`src/motion_record_defines.svh`:
```
// Byte offsets, field positions and limits of the axis part of the record.
`ifndef MOTION_RECORD_DEFINES_SVH
`define MOTION_RECORD_DEFINES_SVH

`define RECORD_FIRST_BYTE     9'd190
`define RECORD_LAST_BYTE      9'd369
`define AXIS_D_START          9'd190
`define AXIS_E_START          9'd228
`define AXIS_F_START          9'd264
`define AXIS_G_START          9'd298
`define AXIS_H_START          9'd334
`define AXIS_COUNT            5
`define AXIS_STD_BITS         288
`define AXIS_BLOCK_BYTES      8'h24
`define D_PAD_FIRST           6'd2
`define D_PAD_LAST            6'd3
`define D_PAD_BYTES           6'd2
`define F_AUX_SHORT_END       6'd18
`define F_AUX_DROPPED_BYTES   6'd2
`define VELOCITY_SCALE_SHIFT  6
`define TORQUE_LIMIT          32'sd32767
`define FIFO_DEPTH            32
`define FIFO_WIDTH            9

`endif

```
`src/motion_record_pkg.sv`:
```
// Types shared by the axis record framer, the host model and the bench.
package motion_record_pkg;

  typedef struct packed {
    logic move_in_progress;
    logic relative_move_mode;
    logic absolute_move_mode;
    logic edge_search_command;
    logic homing_command;
    logic homing_phase1_done;
    logic homing_phase2_or_index;
    logic coordinated_mode;
    logic negative_move;
    logic contour_mode;
    logic slewing;
    logic stopping;
    logic final_decel;
    logic latch_armed;
    logic homing_phase3_active;
    logic motor_off;
  } axis_status_type;

  typedef struct packed {
    logic latch_occurred;
    logic latch_level;
    logic forward_limit;
    logic reverse_limit;
    logic home_input;
    logic stepper_mode;
  } axis_switch_type;

  typedef struct packed {
    logic move_in_progress;
    logic slewing;
    logic stopping;
    logic final_decel;
  } plane_flags_type;

  typedef struct packed {
    axis_status_type    status;
    axis_switch_type    switches;
    logic [7:0]         stop_code;
    logic signed [31:0] reference_pos;
    logic signed [31:0] motor_pos;
    logic signed [31:0] position_error;
    logic signed [31:0] auxiliary_pos;
    logic signed [31:0] velocity_query;
    logic signed [31:0] torque_raw;
    logic signed [15:0] analog_in;
    logic [7:0]         hall_state;
    logic signed [31:0] user_variable;
  } axis_input_type;

  typedef struct packed {
    logic       last;
    logic [7:0] data;
  } record_byte_type;

  typedef enum logic {IDLE, SEND} framer_state_type;

endpackage : motion_record_pkg

```
`src/byte_fifo.sv`:
```
// Flip-flop FIFO with valid and ready on both sides.
module byte_fifo #(
  parameter int WIDTH = 9,
  parameter int DEPTH = 32
) (
  input  wire logic             clock,
  input  wire logic             rstn,
  input  wire logic             in_valid,
  output logic                  in_ready,
  input  wire logic [WIDTH-1:0] in_data,
  output logic                  out_valid,
  input  wire logic             out_ready,
  output logic      [WIDTH-1:0] out_data
);
  localparam int AW = $clog2(DEPTH);

  logic [WIDTH-1:0] mem_q [DEPTH];
  logic [AW:0]      wr_q;
  logic [AW:0]      rd_q;

  wire full  = (wr_q[AW] != rd_q[AW]) && (wr_q[AW-1:0] == rd_q[AW-1:0]);
  wire empty = (wr_q == rd_q);
  wire push  = in_valid && !full;
  wire pop   = out_valid && out_ready;

  assign in_ready  = !full;
  assign out_valid = !empty;
  assign out_data  = mem_q[rd_q[AW-1:0]];

  always_ff @(posedge clock or negedge rstn) begin
    if (!rstn) begin
      wr_q <= '0;
      rd_q <= '0;
    end else begin
      if (push) wr_q <= wr_q + 1'b1;
      if (pop) rd_q <= rd_q + 1'b1;
    end
  end

  // Storage needs no reset: nothing reads a slot before it is written.
  always_ff @(posedge clock) begin
    if (push) mem_q[wr_q[AW-1:0]] <= in_data;
  end

endmodule : byte_fifo

```
`src/axis_record_framer.sv`:
```
// Framer for axis blocks D to H of the status record, with side encoders.
//
// Summary of operation
// - D block: status word at 190, switches at 194, stop code at 195.
// - D positions, velocity, torque as signed longs 196-219, analog 220-221.
// - D hall state at 222, reserved byte 223, user variable 224-227.
// - E, F, G repeat the field order from bytes 228, 264 and 298.
// - H block starts at 334 and ends the record at byte 369.
// - Thread status byte: bit n set while thread n runs.
// - Plane status: bits 15, 5, 4, 3 only; other bits zero.
// - Axis status bits 15 to 8 carry motion mode and homing flags.
// - Axis status bits 7 to 0 carry direction, profile and motor flags.
// - Switch byte: latch, latch level, limits, home, stepper; 5:4 zero.
// - Velocity field is sixty-four times the velocity query value, saturated at the signed 32-bit limits.
// - Torque is clamped to minus 32767 through plus 32767.
// - Size query answers one byte: 36, the bytes in an E, G or H axis block.
`include "motion_record_defines.svh"

module axis_record_framer (
  input  wire logic                             clock,
  input  wire logic                             rstn,
  input  wire motion_record_pkg::axis_input_type axis_in [`AXIS_COUNT],
  input  wire logic                       [7:0] thread_running,
  input  wire motion_record_pkg::plane_flags_type plane_in [2],
  input  wire logic                             record_request,
  input  wire logic                             record_ready,
  input  wire logic                             size_query,
  output motion_record_pkg::record_byte_type    record_byte_q,
  output logic                                  record_valid_q,
  output logic                                  record_busy_q,
  output logic                            [7:0] thread_status_q,
  output logic                           [15:0] plane_status_q [2],
  output logic                            [7:0] axis_size_q,
  output logic                                  axis_size_valid_q
);
  import motion_record_pkg::*;

  //////////////////////////////////////////////////////////////////////////
  // Field conditioning. Each axis is packed into one 36-byte vector whose
  // byte k is record byte k of a standard block; the low field bits sit at
  // the low byte so the stream leaves least significant byte first.

  logic [`AXIS_STD_BITS-1:0] std_vec [`AXIS_COUNT];
  logic signed [31:0]        vel_scaled [`AXIS_COUNT];
  logic signed [31:0]        torque_clamped [`AXIS_COUNT];

  for (genvar i = 0; i < `AXIS_COUNT; i++) begin : g_axis
    wire signed [37:0] vel_wide = 38'(axis_in[i].velocity_query)
                                  <<< `VELOCITY_SCALE_SHIFT;
    wire vel_over  = !vel_wide[37] && (vel_wide[36:31] != 6'h00);
    wire vel_under = vel_wide[37] && (vel_wide[36:31] != 6'h3f);
    wire signed [31:0] torque_in = axis_in[i].torque_raw;
    wire [15:0] status_word = 16'(axis_in[i].status);
    wire axis_switch_type sw = axis_in[i].switches;
    wire [7:0] switch_byte = {sw.latch_occurred, sw.latch_level, 2'b00,
                              sw.forward_limit, sw.reverse_limit,
                              sw.home_input, sw.stepper_mode};

    // Saturating rather than wrapping keeps the sign honest at extremes.
    assign vel_scaled[i] = vel_over  ? 32'sh7fffffff :
                           vel_under ? 32'sh80000000 :
                           32'(vel_wide);
    assign torque_clamped[i] =
      (torque_in > `TORQUE_LIMIT)  ? `TORQUE_LIMIT :
      (torque_in < -`TORQUE_LIMIT) ? -`TORQUE_LIMIT : torque_in;

    assign std_vec[i] = {axis_in[i].user_variable,
                         8'h00,
                         axis_in[i].hall_state,
                         axis_in[i].analog_in,
                         torque_clamped[i],
                         vel_scaled[i],
                         axis_in[i].auxiliary_pos,
                         axis_in[i].position_error,
                         axis_in[i].motor_pos,
                         axis_in[i].reference_pos,
                         axis_in[i].stop_code,
                         switch_byte,
                         status_word};
  end

  //////////////////////////////////////////////////////////////////////////
  // Record sequencer. A request snapshots all five axes so that the record
  // is coherent even while the motion logic keeps changing its inputs.

  framer_state_type          state_q;
  logic [8:0]                addr_q;
  logic [`AXIS_STD_BITS-1:0] snap_q [`AXIS_COUNT];
  logic                      fifo_in_ready;
  logic                      fifo_out_valid;
  record_byte_type           fifo_out_data;

  wire take     = (state_q == IDLE) && record_request;
  wire push     = (state_q == SEND) && fifo_in_ready;
  wire at_last  = (addr_q == `RECORD_LAST_BYTE);
  wire out_free = !record_valid_q || record_ready;
  wire pop      = fifo_out_valid && out_free;

  // Block selection by byte address; block sizes differ, so use starts.
  wire [2:0] axis_sel = (addr_q >= `AXIS_H_START) ? 3'd4 :
                        (addr_q >= `AXIS_G_START) ? 3'd3 :
                        (addr_q >= `AXIS_F_START) ? 3'd2 :
                        (addr_q >= `AXIS_E_START) ? 3'd1 : 3'd0;
  wire [8:0] start_sel = (axis_sel == 3'd4) ? `AXIS_H_START :
                         (axis_sel == 3'd3) ? `AXIS_G_START :
                         (axis_sel == 3'd2) ? `AXIS_F_START :
                         (axis_sel == 3'd1) ? `AXIS_E_START :
                         `AXIS_D_START;
  wire [5:0] rel_raw = 6'(addr_q - start_sel);

  // The D status word spans four bytes, two of them zero padding; the F
  // auxiliary position has only two bytes, so its high half is dropped.
  wire d_block = (axis_sel == 3'd0);
  wire f_block = (axis_sel == 3'd2);
  wire d_pad   = d_block && (rel_raw >= `D_PAD_FIRST)
                         && (rel_raw <= `D_PAD_LAST);
  wire [5:0] rel_std =
    (d_block && rel_raw > `D_PAD_LAST) ? rel_raw - `D_PAD_BYTES :
    (f_block && rel_raw >= `F_AUX_SHORT_END)
      ? rel_raw + `F_AUX_DROPPED_BYTES : rel_raw;

  wire [`AXIS_STD_BITS-1:0] sel_vec = snap_q[axis_sel];
  wire [7:0] byte_val = d_pad ? 8'h00 : sel_vec[8*rel_std +: 8];
  wire record_byte_type push_data = '{last: at_last, data: byte_val};

  always_ff @(posedge clock or negedge rstn) begin
    if (!rstn) begin
      state_q <= IDLE;
      addr_q  <= `RECORD_FIRST_BYTE;
    end else if (take) begin
      state_q <= SEND;
      addr_q  <= `RECORD_FIRST_BYTE;
    end else if (push) begin
      state_q <= at_last ? IDLE : SEND;
      addr_q  <= at_last ? `RECORD_FIRST_BYTE : addr_q + 9'd1;
    end
  end

  always_ff @(posedge clock or negedge rstn) begin
    if (!rstn) begin
      for (int i = 0; i < `AXIS_COUNT; i++) snap_q[i] <= '0;
    end else if (take) begin
      for (int i = 0; i < `AXIS_COUNT; i++) snap_q[i] <= std_vec[i];
    end
  end

  always_ff @(posedge clock or negedge rstn) begin
    if (!rstn) record_busy_q <= 1'b0;
    else record_busy_q <= (state_q == SEND) || fifo_out_valid
                          || record_valid_q;
  end

  //////////////////////////////////////////////////////////////////////////
  // Output buffer. The FIFO absorbs host stalls; its full flag halts the
  // sequencer, and a final register keeps the outputs on flip-flops.

  byte_fifo #(
    .WIDTH (`FIFO_WIDTH),
    .DEPTH (`FIFO_DEPTH)
  ) u_fifo (
    .clock     (clock),
    .rstn      (rstn),
    .in_valid  (state_q == SEND),
    .in_ready  (fifo_in_ready),
    .in_data   (push_data),
    .out_valid (fifo_out_valid),
    .out_ready (out_free),
    .out_data  (fifo_out_data)
  );

  always_ff @(posedge clock or negedge rstn) begin
    if (!rstn) begin
      record_valid_q <= 1'b0;
      record_byte_q  <= '0;
    end else if (out_free) begin
      record_valid_q <= fifo_out_valid;
      if (pop) record_byte_q <= fifo_out_data;
    end
  end

  //////////////////////////////////////////////////////////////////////////
  // Side encoders and the record-size query.

  wire [15:0] plane_word [2];
  for (genvar p = 0; p < 2; p++) begin : g_plane
    assign plane_word[p] = {plane_in[p].move_in_progress, 9'h000,
                            plane_in[p].slewing, plane_in[p].stopping,
                            plane_in[p].final_decel, 3'h0};
  end

  always_ff @(posedge clock or negedge rstn) begin
    if (!rstn) begin
      thread_status_q   <= 8'h00;
      plane_status_q[0] <= 16'h0000;
      plane_status_q[1] <= 16'h0000;
      axis_size_q       <= 8'h00;
      axis_size_valid_q <= 1'b0;
    end else begin
      thread_status_q   <= thread_running;
      plane_status_q[0] <= plane_word[0];
      plane_status_q[1] <= plane_word[1];
      axis_size_valid_q <= size_query;
      if (size_query) axis_size_q <= `AXIS_BLOCK_BYTES;
    end
  end
endmodule : axis_record_framer

```
`config.mk`:
```
export PLATFORM = sky130hd
export DESIGN_NAME = axis_record_framer
export DESIGN_NICKNAME = d
export VERILOG_FILES = /design/src/motion_record_pkg.sv /design/src/byte_fifo.sv /design/src/axis_record_framer.sv
export VERILOG_INCLUDE_DIRS = /design/src
export SDC_FILE = /design/constraint.sdc
export NUM_CORES = 2
export LEC_CHECK = 0
export BUFFER_PORTS_ARGS = -buffer_cell sky130_fd_sc_hd__buf_2
export CAP_MARGIN = 20
export CORE_AREA = 2 2 581 583
export CTS_CLUSTER_SIZE = 8
export DETAILED_ROUTE_END_ITERATION = 8
export DIE_AREA = 0 0 583 585
export PLACE_DENSITY = 0.47
export RECOVER_POWER = 100
export REMOVE_ABC_BUFFERS = 1
export SYNTH_ARGS = -nofsm -noshare
export SYNTH_HDL_FRONTEND = slang
export SYNTH_SLANG_ARGS = --single-unit
```
`constraint.sdc`:
```
create_clock -name clock -period 24.7 [get_ports clock]
set_input_delay 2.47 -clock clock [delete_from_list [all_inputs] [get_ports clock]]
set_output_delay 2.47 -clock clock [all_outputs]
set_load 0.01 [all_outputs]
```
==> results.txt <==
R2R cell count -> 22
WP data arrival -> 17.46 ns
Pwr Total -> 0.0151 W
Slowest stage cell on the critical path -> clkbuf_1
Clock Latency Late Sink -> 0.95 ns
Final core area utilization -> 28.7%
P&R area growth vs syn -> 23.6%
IO buf count -> 1440
Combinational share of power -> 47.2%
Max Cap Violations -> 68
Fraction of layout cells with a size suffix above 1 -> 19.9%
Hold endpoint -> snap_q[510]$_DFFE_PN0P_
Hold wc startpoint -> snap_q[510]$_DFFE_PN0P_
Area of the multi-input gates -> 31200 um2
Worst slew pin tran -> 8.44 ns
Synth Register Bits -> 1704
Worst path cell trace -> inv_6 > ha_1 > o211a_1 > o22ai_1 > nand2_1 > nor2_1 > nor2_1 > ha_1 > inv_1 > ha_1 > a2111o_1 > a21o_1 > a22oi_1 > xnor2_4 > buf_4 > clkbuf_1 > mux4_2 > nand2_1 > a21oi_1 > nor4_1 > o32ai_2 > buf_4
Met2 Use GR -> 38.8%
Bufs on Longest Clock Path -> 4
Initial antenna violation count -> 138
Ys flop type -> dfrtp_1
P_sw -> 0.00707 W
Terminus of the critical flop-to-flop path -> u_fifo.mem_q[2][1]$_DFFE_PP_
Gpl congestion -> 0.878
Initial Util -> 23.2%
EDFF count, synth -> 288
Global-route wire length before repair -> 566 mm
Final slew viol count -> 2750
Final #Nets -> 11262
Hold slack -> 0.465 ns
Fin crit share -> 68.1%
RR Startpoint -> addr_q[0]$_DFFE_PN0P_
CTS tree -> done
Internal -> 0.00801 W
DIE WIDTH -> 583 um
Post-detail-place hpwl -> 307 mm
Delay-heaviest family, CP -> buffers and inverters
Detailed Route WL -> 419 mm
Final ANT Viol Nets -> 0
Row cnt -> 213
Synth Instances -> 8597
Sw Ratio -> 46.9%
Worst stage delay on the critical path -> 2.38 ns
Class of the worst hold path -> reg2reg
Synthesized area -> 77700 um2
Die H -> 585 um
Maximum number of pins on one net before global-route repair -> 192
Mean Syn Cell Area -> 9.04 um2
Lkg Pwr -> 45.3 nW
M1 GR Usage -> 31.4%
Root Buffer -> clkbuf_16
Global Route Usage Sum -> 23.8%
Worst setup EP type -> flip-flop
RSZ-0062 raised after global routing -> false
Core ar. -> 335000 um2
Hold-critical path depth -> 2
Sequential cell area -> 44100 um2
Die area -> 341000 um2
Clk network pwr share -> 20.6%
Top cell type's share of synthesized area -> 45.4%
CP Depth -> 22
Endpoints failing setup -> 0
CP startpoint kind -> flip-flop
Non-Filler Instances -> 14392
Reg2reg setup slack -> 7.88 ns
Total Negative Setup Slacks -> 0 ns
Final min period -> 16.82 ns
Clk_skew -> 0.0811 ns
Top Usage Layer GRT -> met2
Distinct cells, synth -> 97
Vias in the first global route -> 68592
Achievable frequency -> 59.5 MHz
FFs w/ async S/R, synth -> 83.1%
Seq/Total Area, Yosys -> 56.7%
Max-slew headroom -> -463%
Vias -> 69728
Drt first pass iters -> 6
Status -> finished with violations
Worst path most repeated cell -> ha_1
Grt ovf -> 0
Peak supply drop -> 0.221 mV
GR Layer Usage met3 -> 3.74%
Wire per inst -> 29.1 um
Synth area leaders -> dfrtp_1, nand2_1, edfxtp_1
Final hold viol count -> 0
Worst Path Class, Setup -> reg2reg
Placed instance count -> 13992
Crit Path Max Fanout -> 49
Area leader, netlist -> dfrtp_1
CP required -> 25.34 ns
Power Density -> 157 nW/um2
H-Tree Depth -> 4
Initial drt markers -> 6474
Worst Path Buf+Inv -> 5
DRC -> 0
Gates resized, CTS repair -> 0
Hold bufs inserted after CTS -> 0
Synthesis Warnings -> 0
Clock sink total -> 1704
Clock transition at path regs -> 0.05 ns
Sequential share of power -> 32.3%
# IOs -> 1471
Via density -> 4.84
CTS buffer count -> 241
Setup Buffers After CTS -> 0
Failing checks -> max-capacitance violations, max-slew violations
Fillers -> 36275
## layout make-up
class / count / area share (%)
Inverter: 25 / 0.116
Clock buffer: 289 / 6.52
Sequential cell: 1704 / 45.9
Antenna cell: 90 / 0.234
Clock inverter: 19 / 0.375
Tap cell: 4407 / 5.74
Multi-Input combinational cell: 6261 / 32.5
Timing Repair Buffer: 1597 / 8.61
## registers in the layout (all words and copies together) (netlist names)
signal and cells:
addr_q 9, axis_size_q 1, axis_size_valid_q 1, plane_status_q 8
record_busy_q 1, record_byte_q 9, record_valid_q 1, snap_q 1365
state_q 1, thread_status_q 8, u_fifo.mem_q 288, u_fifo.rd_q 6
u_fifo.wr_q 6
## worst reg2reg max path, stage by stage, from the launching register on
cell,delay [ns]
dfrtp_1,1.96
inv_6,0.73
ha_1,0.53
o211a_1,0.27
o22ai_1,0.37
nand2_1,0.95
nor2_1,1.39
nor2_1,0.10
ha_1,1.01
inv_1,0.72
ha_1,0.42
a2111o_1,0.42
a21o_1,0.27
a22oi_1,1.25
xnor2_4,0.18
buf_4,0.47
clkbuf_1,2.40
mux4_2,0.86
nand2_1,0.13
a21oi_1,0.08
nor4_1,1.45
o32ai_2,0.25
buf_4,0.31
## metal layers
| metal | wire [um] | up-vias |
|---|---|---|
| met5 | 209 | - |
| met4 | 17700 | 30 |
| met3 | 25600 | 626 |
| met2 | 196000 | 2908 |
| met1 | 179000 | 34865 |
| li1 | - | 31299 |
## metrics by stage
step / area, um2 / setup WS, ns
floorplan: 75100 / -26.56
global placement: 89600 / 14.29
detailed placement: 89600 / 14.12
CTS: 96300 / 14.03
global route: 96000 / 7.06
finish: 96100 / 7.88
## logic make-up after synthesis
kind of cell	count (synthesis)	synth area share [%]
flip-flops	1704	56.7
buffers and inverters	661	3.67
multiplexers	233	4.73
AND/OR/NAND/NOR	4738	24.0
adder cells (fa/ha/maj)	21	0.348
other	1	0.00483
AO/OA/AOI/OAI	1211	10.1
XOR/XNOR	28	0.345
## how the worst max path moves through the flow
| stage | startpoint | to |
|---|---|---|
| 4_1_cts | addr_q[0]$_DFFE_PN0P_ | u_fifo.mem_q[0][5]$_DFFE_PP_ |
| 3_5_place_dp | addr_q[0]$_DFFE_PN0P_ | u_fifo.mem_q[0][5]$_DFFE_PP_ |
| 2_1_floorplan | record_request | snap_q[1030]$_DFFE_PN0P_ |
| 3_3_place_gp | addr_q[0]$_DFFE_PN0P_ | u_fifo.mem_q[0][5]$_DFFE_PP_ |
| 5_1_grt | addr_q[0]$_DFFE_PN0P_ | u_fifo.mem_q[7][5]$_DFFE_PP_ |
| 6_report | addr_q[0]$_DFFE_PN0P_ | u_fifo.mem_q[2][1]$_DFFE_PP_ |
## power groups by stage
stage | clock (W) | combinational (W) | sequential, W
global route | 0.00328 | 0.00763 | 0.00495
floorplan | 0 | 0.00370 | 0.00474
global placement | 0 | 0.00726 | 0.00489
CTS | 0.00318 | 0.00735 | 0.00485
detailed placement | 0 | 0.00733 | 0.00489
finish | 0.00310 | 0.00711 | 0.00487
## synthesized netlist by cell type (11+ instances only)
cell type and count:
nand2_1 3979, dfrtp_1 1410, clkbuf_1 432, nor2_1 337
a21oi_1 302, o21ai_0 290, edfxtp_1 288, mux2i_1 121
mux4_2 107, a31oi_1 101, o221ai_1 101, buf_2 96
nor3_1 95, o22ai_1 95, nand2b_1 75, nand3_1 68
nor4_1 65, a211oi_1 57, buf_4 55, buf_1 47
a221oi_1 46, nand4_1 43, a311oi_1 38, or3_1 28
a2111oi_0 26, a211o_1 22, inv_1 21, ha_1 20
and3_1 17, xnor2_1 14, o211ai_1 13, o311ai_0 13
o31ai_1 12, o32ai_1 12, a22oi_1 11, xor2_1 11
## cell usage in the layout, fill, tap and decap left out, drive strengths merged, types with 13 or more instances in the layout
cell type / n
and3: 17
nor2: 338
inv: 29
ha: 20
diode: 90
a21oi: 304
or3: 29
edfxtp: 288
a31oi: 102
conb: 30
dfrtp: 1410
nand2: 3979
o311ai: 14
a211oi: 57
a2111oi: 26
o31ai: 14
nor3: 96
xnor2: 16
nand4: 43
buf: 1519
o22ai: 95
mux2i: 121
o221ai: 102
clkbuf: 367
a211o: 22
nand2b: 75
nand3: 69
a221oi: 47
a311oi: 38
o21ai: 290
o211ai: 13
nor4: 65
mux4: 107
No activity file was read; power rests on OpenSTA's default activity.
